### config.mk
export PLATFORM = sky130hd
export DESIGN_NAME = motion_wake_detector_config
export DESIGN_NICKNAME = d
export VERILOG_FILES = /design/src/inc/motion_wake_pkg.sv /design/src/inc/axis_cmp_if.sv /design/src/rtl/axis_compare.sv /design/src/rtl/motion_wake_detector_config.sv
export VERILOG_INCLUDE_DIRS = /design/src /design/src/inc
export SDC_FILE = /design/constraint.sdc
export NUM_CORES = 1
export LEC_CHECK = 0
export BUFFER_PORTS_ARGS = -buffer_cell sky130_fd_sc_hd__buf_2
export CELL_PAD_IN_SITES_DETAIL_PLACEMENT = 2
export CELL_PAD_IN_SITES_GLOBAL_PLACEMENT = 2
export CORE_MARGIN = 3
export CORE_UTILIZATION = 35
export DETAILED_ROUTE_END_ITERATION = 12
export GPL_TIMING_DRIVEN = 0
export HOLD_SLACK_MARGIN = 0.02
export PLACE_DENSITY = 0.83
export REMOVE_ABC_BUFFERS = 1
export SLEW_MARGIN = 25
export SYNTH_ARGS = -nofsm -noshare
export SYNTH_HDL_FRONTEND = slang
export SYNTH_SLANG_ARGS = --single-unit
### constraint.sdc
create_clock -name core_clk -period 7.6 [get_ports core_clk]
set_input_delay 1.52 -clock core_clk [delete_from_list [all_inputs] [get_ports core_clk]]
set_output_delay 1.52 -clock core_clk [all_outputs]
set_load 0.03 [all_outputs]
### src/inc/motion_wake_params.svh
// constants for the motion-wake detector: register indices, field positions,
// reset values. assumes a 32-bit classic wishbone bus, one register per word.
`ifndef MOTION_WAKE_PARAMS_SVH
`define MOTION_WAKE_PARAMS_SVH

// ==========================================================================
// register indices (byte address = index * 4)
`define IDX_SHADOW_WINDOW 6'h13
`define IDX_MOTION_CFG    6'h14
`define IDX_DETECT_CTRL   6'h20
`define IDX_DETECT_STATUS 6'h21

// ==========================================================================
// motion_detect_config fields
`define CFG_SEL_LSB   0
`define CFG_CNTEN_BIT 3
`define CFG_MUX_LSB   4
`define CFG_RESET_BIT 7
`define CFG_RESET_VAL 8'h00

// ==========================================================================
// detect_ctrl fields
`define CTRL_COMBINE_BIT  0
`define CTRL_DELTA_REF_BIT 1
`define CTRL_AXIS_EN_LSB  4
`define CTRL_RESET_VAL    8'h70

// ==========================================================================
// detect_status fields
`define STAT_WAKE_BIT   0
`define STAT_MET_LSB    4

// ==========================================================================
// datapath sizes
`define DELTA_W   11
`define SLICE_W   6
`define DELTA_MAX 11'h7FF

`endif

### src/inc/motion_wake_pkg.sv
// types shared by the motion-wake detector modules.
// assumes motion_wake_params.svh supplies the widths.
`include "motion_wake_params.svh"

package motion_wake_pkg;

  typedef logic [31:0]              wb_word_t;
  typedef logic [`DELTA_W-1:0]      delta_t;
  typedef logic [`SLICE_W-1:0]      slice_t;
  typedef logic [2:0]               mux_sel_t;

  // target of a shadow-window access
  typedef enum logic [2:0] {
    sh_none,
    sh_thr,
    sh_cnt
  } shadow_kind_t;

endpackage : motion_wake_pkg

### src/inc/axis_cmp_if.sv
// carries one axis delta, slice select and threshold to the comparator.
// assumes both ends run on core_clk; the comparator itself is combinational.
`timescale 1ns/10ps

interface axis_cmp_if;
  import motion_wake_pkg::*;
  delta_t   delta;
  mux_sel_t slice_sel;
  slice_t   threshold;
  logic     hit;

  modport src (output delta, output slice_sel, output threshold, input hit);
  modport cmp (input delta, input slice_sel, input threshold, output hit);
endinterface : axis_cmp_if

### src/rtl/axis_compare.sv
// slice-select, clamp and threshold compare for one axis.
// assumes delta is already an absolute value; purely combinational.
`timescale 1ns/10ps

module axis_compare (
  axis_cmp_if.cmp port_i
);
  import motion_wake_pkg::*;

  // ========================================================================
  // clamp
  // saturating instead of truncating keeps large motion visible
  function automatic slice_t clamp_slice(input delta_t d, input mux_sel_t sel);
    delta_t shifted;
    logic [2:0] n;
    n = (sel > 3'd5) ? 3'd5 : sel;
    shifted = d >> n;
    if (shifted > delta_t'(6'h3F)) begin
      clamp_slice = 6'h3F;
    end else begin
      clamp_slice = shifted[`SLICE_W-1:0];
    end
  endfunction : clamp_slice

  always_comb begin
    port_i.hit = clamp_slice(port_i.delta, port_i.slice_sel) >= port_i.threshold;
  end

endmodule : axis_compare

### src/rtl/motion_wake_detector_config.sv
// motion-wake detector configuration, shadow window and per-axis comparison.
// assumes samples arrive on core_clk with a one-cycle sample_valid strobe.
`timescale 1ns/10ps
`include "motion_wake_params.svh"

module motion_wake_detector_config #(
  parameter int ADDR_W   = 8,
  parameter int SAMPLE_W = 12
) (
  input  wire logic                      core_clk,
  input  wire logic                      rst,
  input  wire logic                      ce,
  input  wire logic                      wb_cyc_i,
  input  wire logic                      wb_stb_i,
  input  wire logic                      wb_we_i,
  input  wire logic [ADDR_W-1:0]         wb_adr_i,
  input  wire logic [3:0]                wb_sel_i,
  input  wire motion_wake_pkg::wb_word_t wb_dat_i,
  output      motion_wake_pkg::wb_word_t wb_dat_o,
  output      logic                      wb_ack_o,
  input  wire logic                      sample_valid,
  input  wire logic signed [SAMPLE_W-1:0] sample_x,
  input  wire logic signed [SAMPLE_W-1:0] sample_y,
  input  wire logic signed [SAMPLE_W-1:0] sample_z,
  output      logic                      motion_wake
);
  import motion_wake_pkg::*;

  // ========================================================================
  // elaboration checks
  if (ADDR_W < 8 || ADDR_W > 32) begin : g_bad_addr
    $error("ADDR_W must be 8 to 32");
  end
  if (SAMPLE_W < 2 || SAMPLE_W > 16) begin : g_bad_sample
    $error("SAMPLE_W must be 2 to 16");
  end

  // ========================================================================
  // decode
  function automatic shadow_kind_t shadow_kind(input logic [2:0] s);
    if (s[1:0] == 2'b00) begin
      shadow_kind = sh_none;
    end else if (s[2]) begin
      shadow_kind = sh_cnt;
    end else begin
      shadow_kind = sh_thr;
    end
  endfunction : shadow_kind

  // ========================================================================
  // state
  logic [7:0]                 motion_detect_config, next_config;
  logic [7:0]                 detect_ctrl, next_ctrl;
  logic [5:0]                 threshold [3], next_threshold [3];
  logic [5:0]                 det_count [3], next_det_count [3];
  logic [5:0]                 ev_count [3], next_ev_count [3];
  logic signed [SAMPLE_W-1:0] ref_sample [3], next_ref_sample [3];
  logic                       have_ref, next_have_ref;
  logic                       det_reset, next_det_reset;
  logic                       next_wake;
  logic                       next_ack;
  wb_word_t                   next_dat;
  logic                       hit [3];
  delta_t                     delta [3];
  logic [2:0]                 met;
  logic signed [SAMPLE_W-1:0] cur [3];

  assign cur[0] = sample_x;
  assign cur[1] = sample_y;
  assign cur[2] = sample_z;

  wire [2:0]  sel        = motion_detect_config[`CFG_SEL_LSB +: 3];
  wire        cnt_en     = motion_detect_config[`CFG_CNTEN_BIT];
  wire [2:0]  mux        = motion_detect_config[`CFG_MUX_LSB +: 3];
  wire        combine    = detect_ctrl[`CTRL_COMBINE_BIT];
  wire        delta_ref  = detect_ctrl[`CTRL_DELTA_REF_BIT];
  wire [2:0]  axis_en    = detect_ctrl[`CTRL_AXIS_EN_LSB +: 3];
  wire [5:0]  word_idx   = wb_adr_i[7:2];
  wire        req        = wb_cyc_i && wb_stb_i && !wb_ack_o;
  wire        wr_lane0   = req && wb_we_i && wb_sel_i[0];
  wire [1:0]  sel_axis   = sel[1:0] - 2'd1;

  // ========================================================================
  // per-axis delta and comparator
  for (genvar a = 0; a < 3; a++) begin : g_axis
    axis_cmp_if link ();
    logic signed [SAMPLE_W:0] diff;
    logic [SAMPLE_W:0]        mag;
    always_comb begin
      diff = (SAMPLE_W+1)'(cur[a]) - (SAMPLE_W+1)'(ref_sample[a]);
      mag  = diff[SAMPLE_W] ? (SAMPLE_W+1)'(-diff) : diff;
      // 11-bit delta saturates so wide samples never wrap
      if (mag > (SAMPLE_W+1)'(`DELTA_MAX)) begin
        delta[a] = `DELTA_MAX;
      end else begin
        delta[a] = `DELTA_W'(mag);
      end
    end
    assign link.delta     = delta[a];
    assign link.slice_sel = mux;
    assign link.threshold = threshold[a];
    assign hit[a]         = link.hit;
    axis_compare u_cmp (.port_i(link.cmp));
  end

  // ========================================================================
  // registers and shadow window
  always_comb begin
    next_config    = motion_detect_config;
    next_ctrl      = detect_ctrl;
    next_threshold = threshold;
    next_det_count = det_count;
    next_det_reset = 1'b0;
    next_ack       = req;
    next_dat       = '0;
    if (wr_lane0) begin
      unique case (word_idx)
        `IDX_MOTION_CFG: begin
          next_config    = {1'b0, wb_dat_i[6:0]};
          next_det_reset = wb_dat_i[`CFG_RESET_BIT];
        end
        `IDX_DETECT_CTRL: begin
          next_ctrl = {1'b0, wb_dat_i[6:4], 2'b00, wb_dat_i[1:0]};
        end
        `IDX_SHADOW_WINDOW: begin
          unique case (shadow_kind(sel))
            sh_thr:  next_threshold[sel_axis] = wb_dat_i[5:0];
            sh_cnt:  next_det_count[sel_axis] = wb_dat_i[5:0];
            default: ;
          endcase
        end
        default: ;
      endcase
    end
    if (req && !wb_we_i) begin
      unique case (word_idx)
        `IDX_MOTION_CFG:    next_dat = {24'h000000, motion_detect_config};
        `IDX_DETECT_CTRL:   next_dat = {24'h000000, detect_ctrl};
        `IDX_DETECT_STATUS: next_dat = {25'h0000000, met, 3'b000, motion_wake};
        `IDX_SHADOW_WINDOW: begin
          unique case (shadow_kind(sel))
            sh_thr:  next_dat = {26'h0000000, threshold[sel_axis]};
            sh_cnt:  next_dat = {26'h0000000, det_count[sel_axis]};
            default: next_dat = '0;
          endcase
        end
        default: next_dat = '0;
      endcase
    end
  end

  // ========================================================================
  // detection
  always_comb begin
    next_ev_count   = ev_count;
    next_ref_sample = ref_sample;
    next_have_ref   = have_ref;
    for (int a = 0; a < 3; a++) begin
      // count reaching det_count+1 events means the axis qualifies
      met[a] = cnt_en && ({1'b0, ev_count[a]} > {1'b0, det_count[a]});
    end
    if (sample_valid) begin
      next_have_ref = 1'b1;
      for (int a = 0; a < 3; a++) begin
        if (!have_ref || !delta_ref) begin
          next_ref_sample[a] = cur[a];
        end
        if (have_ref && axis_en[a] && cnt_en && hit[a] && ev_count[a] != 6'h3F) begin
          next_ev_count[a] = ev_count[a] + 6'd1;
        end
      end
    end
    if (det_reset) begin
      next_have_ref = 1'b0;
      for (int a = 0; a < 3; a++) begin
        next_ev_count[a] = '0;
      end
    end
    // powered-down axes drop out of both AND and OR
    if (combine) begin
      next_wake = cnt_en && (axis_en != 3'b000) && ((met | ~axis_en) == 3'b111);
    end else begin
      next_wake = cnt_en && ((met & axis_en) != 3'b000);
    end
    // re-arm clears wake outright: met still shows the counters being cleared,
    // and a sample landing with the pulse is dropped by the counter clear anyway
    next_wake = !det_reset && (next_wake || motion_wake);
  end

  // ========================================================================
  // flip-flops
  always_ff @(posedge core_clk) begin
    if (rst) begin
      motion_detect_config <= `CFG_RESET_VAL;
      detect_ctrl          <= `CTRL_RESET_VAL;
      threshold            <= '{default: '0};
      det_count            <= '{default: '0};
      ev_count             <= '{default: '0};
      ref_sample           <= '{default: '0};
      have_ref             <= 1'b0;
      det_reset            <= 1'b0;
      motion_wake          <= 1'b0;
      wb_ack_o             <= 1'b0;
      wb_dat_o             <= '0;
    end else if (ce) begin
      motion_detect_config <= next_config;
      detect_ctrl          <= next_ctrl;
      threshold            <= next_threshold;
      det_count            <= next_det_count;
      ev_count             <= next_ev_count;
      ref_sample           <= next_ref_sample;
      have_ref             <= next_have_ref;
      det_reset            <= next_det_reset;
      motion_wake          <= next_wake;
      wb_ack_o             <= next_ack;
      wb_dat_o             <= next_dat;
    end
  end

endmodule : motion_wake_detector_config

==> results.toml <==
[final_layout]
utilization_pct = 40.4
antennaDiodeCount = 0
drive_above_1_share_pct = 11.1
stdcell_count = 1748
nets = 1529
fillerInstances = 3282
area_growth_pct = 11.8

[yosys]
synth_top_family_by_area = "compound AO/OA/AOI/OAI gates"
ys_warn_count = 0
synth.mux.area_fraction_pct = 10.2
async_reset_ff_share_pct = 0
synthXorXnorAreaFrac_pct = 4.03
synth_seq_cells = 113
synthAdderAreaFrac_pct = 10.7
synthTopCellsByArea = "dfxtp_1 22%, ha_1 10%, mux2i_1 8.0%"
synth.distinct_cells = 98
yosys.area_share.simple_pct = 21.8
syn_area_um2 = 10200
syn_inst = 1329
synth_edf_count = 0
synth_compound_area_share_pct = 23.2
ys_seq_area_share_pct = 22.2
synth_top_cell_area_share_pct = 22.2
syn_area_per_cell_um2 = 7.67
synth_ff_type = "dfxtp_1"
yosys.area.top_type = "dfxtp_1"

[place]
place_congestion = 0.803
hpwl_um = 25400
placed_cells_incl_taps = 1716
port_buffers = 66

[routing]
routed_wl_um = 35300
drc = 0
routedWlPerCell_um = 20.2
ant_nets = 0
viasPerCell = 5.74
vias = 10000
drtPass1Iterations = 5
drtIter0Drc = 487

[timing]
setup_viol = 0
skew_ns = 0.0133
period_share_pct = 93.0
max_freq_mhz = 141
slew_viol_final = 0
rsz0062_at_grt = "false"
worstMarginPinSlew_ns = 1.09
slew_headroom_pct = 27.1
hold_violations = 0
min_period_ns = 7.07

[cts]
cts_tree = "built"
clkTransAtPathRegs_ns = 0.07
clockRootBuffer = "clkbuf_16"
clockBufferDepth = 2
cts_max_level = 4
post_cts_buffers = 0
numCtsBuffers = 17
cts_sinks = 113
clk_latency_ns = 0.45

[power]
power_uw = 1990
power.leakage_uw = 0.00467
power.density_nw_per_um2 = 175
peakVddDrop_uv = 158

[floorplanning]
start_util_pct = 36.1
dieArea_um2 = 31200
coreArea_um2 = 28200
design.portCount = 121
fp.dieH_um = 177
rows = 61
dieWidth_um = 177

[grt]
grt_max_degree = 73
gr-total-overflow = 0
antenna_found_initial = 0
grt_pass1_wl_um = 57800
grt_usage_pct = 22.9
grt_pass1_vias = 10900

[min_path]
hold_path.class = "reg -> reg"

[worst_setup_path]
worstPathRequired_ns = 7.94
critical-path-max-stage-delay_ns = 0.69
crit_arrival_ns = 7.40
path_cells = "buf_2 -> inv_1 -> ha_1 -> fa_1 -> nand2b_1 -> a211oi_2 -> o21ai_0 -> xor2_1 -> nand3_1 -> o311ai_2 -> a31oi_1 -> nor3_2 -> nor3b_2 -> ha_1 -> nand2b_1 -> a21o_1 -> a21o_1 -> a21o_1 -> a21o_1 -> a21oi_1 -> a311oi_2 -> o2111ai_1 -> xor2_1 -> nor2_1"
slowest_stage = "xor2_1"
end_kind = "flip-flop"
crit_top_cell = "a21o_1"
cp_max_fo = 11
critical_path_class = "in -> reg"
start_kind = "input port"

[outcome]
status = "completed"

[job]
drv_cap = 0
metrics by stage:
| step | worst slack (ns) | hold slack [ns] | TNS (ns) | instance area [µm²] |
|---|---|---|---|---|
| 2_1_floorplan | 1.27 | 0.430 | 0 | 9860 |
| 6_report | 0.532 | 0.456 | 0 | 11400 |
| 3_3_place_gp | -0.783 | 0.441 | -7.68 | 10700 |
| 4_1_cts | 0.420 | 0.462 | 0 | 11400 |
| 3_5_place_dp | 0.0616 | 0.452 | 0 | 10800 |
| 5_1_grt | 0.0909 | 0.481 | 0 | 11400 |
cell usage in the layout, fill, tap and decap left out, types with 12 or more instances in the layout:
cell	synthesis	routed
nand2_1	150	150
nor2_1	140	140
dfxtp_1	113	112
inv_1	104	104
a21oi_1	104	103
ha_1	82	82
mux2i_1	81	81
buf_2	9	65
o21ai_0	35	34
nand3_1	33	32
a21o_1	25	25
conb_1	1	25
xnor2_1	24	24
nor3_1	24	24
xor2_1	21	21
nand2b_1	18	18
clkbuf_16	0	17
a22oi_1	15	15
a211oi_1	14	14
o211ai_1	13	13
a31oi_1	13	13
and2_1	12	12
layout make-up:
cell class	instances	area [µm²]	area share (%)
Clock inverter	15	128	1.12
Multi-Input combinational cell	1050	7250	63.6
Sequential cell	113	2260	19.8
Clock buffer	17	425	3.73
Tap cell	378	473	4.15
Timing Repair Buffer	71	474	4.16
Inverter	104	390	3.42
worst max-delay path, delay by kind of cell:
family,cells,cell delay [ns]
AO/OA/AOI/OAI,11,2.63
buffers and inverters,2,0.13
adder cells (fa/ha/maj),3,0.90
XOR/XNOR,2,0.88
AND/OR/NAND/NOR,6,1.34
where the power goes:
part / switching, µW / internal [µW] / total, µW
clock: 371 / 427 / 799
sequential: 5.14 / 601 / 607
combinational: 375 / 211 / 586
per-layer routing:
metal	wire, µm	track usage, %
met1	14800	26.8
met2	18300	42.0
met3	1180	3.58
met4	977	8.31
met5	0	0
cell families after synthesis:
kind of cell    after synthesis
flops                       113
buf+inv                     190
fa+ha+maj                    85
other cells                   1
simple gates                465
mux                          93
xor+xnor                     46
compound gates              336
path summary, 6_finish.rpt:
check                start       endpoint  slack, ns  cells after the start
max            sample_z[0]    ev_count[3]       0.53                     24
min          ref_sample[7]  ref_sample[7]       0.46                      2
max reg2reg  ref_sample[0]    ev_count[3]       1.42                     22
min reg2reg  ref_sample[7]  ref_sample[7]       0.46                      2
Yosys cell counts, types with 5 or more instances:
library cell,number
a211o_1,6
a211oi_1,14
a21o_1,25
a21oi_1,104
a222oi_1,7
a22oi_1,15
a31oi_1,13
and2_1,12
and3_1,11
buf_2,9
buf_4,25
clkbuf_1,50
dfxtp_1,113
ha_1,82
inv_1,104
mux2i_1,81
mux4_2,8
nand2_1,150
nand2b_1,18
nand3_1,33
nand4_1,11
nor2_1,140
nor2b_1,11
nor3_1,24
nor3b_1,8
nor4_1,5
o2111ai_1,6
o211a_1,5
o211ai_1,13
o21ai_0,35
o21ai_1,10
o22ai_1,8
or3_1,8
xnor2_1,24
xor2_1,21
timing repair:
item                       in CTS  in global routing
gates resized for setup         0                  2
hold buffers                    0                  0
hold endpoints to repair        0                  0
setup endpoints to repair       0                  2
state kept, by name (all words and copies together), names as in the netlist:
name and count:
det_count 18, det_reset 1, wb_dat_o 7, ref_sample 36
ev_count 18, g_axis.link.threshold 18, motion_detect_config 7, motion_wake 1
detect_ctrl 5, have_ref 1, wb_ack_o 1
Power figures use the tool's default switching activity.
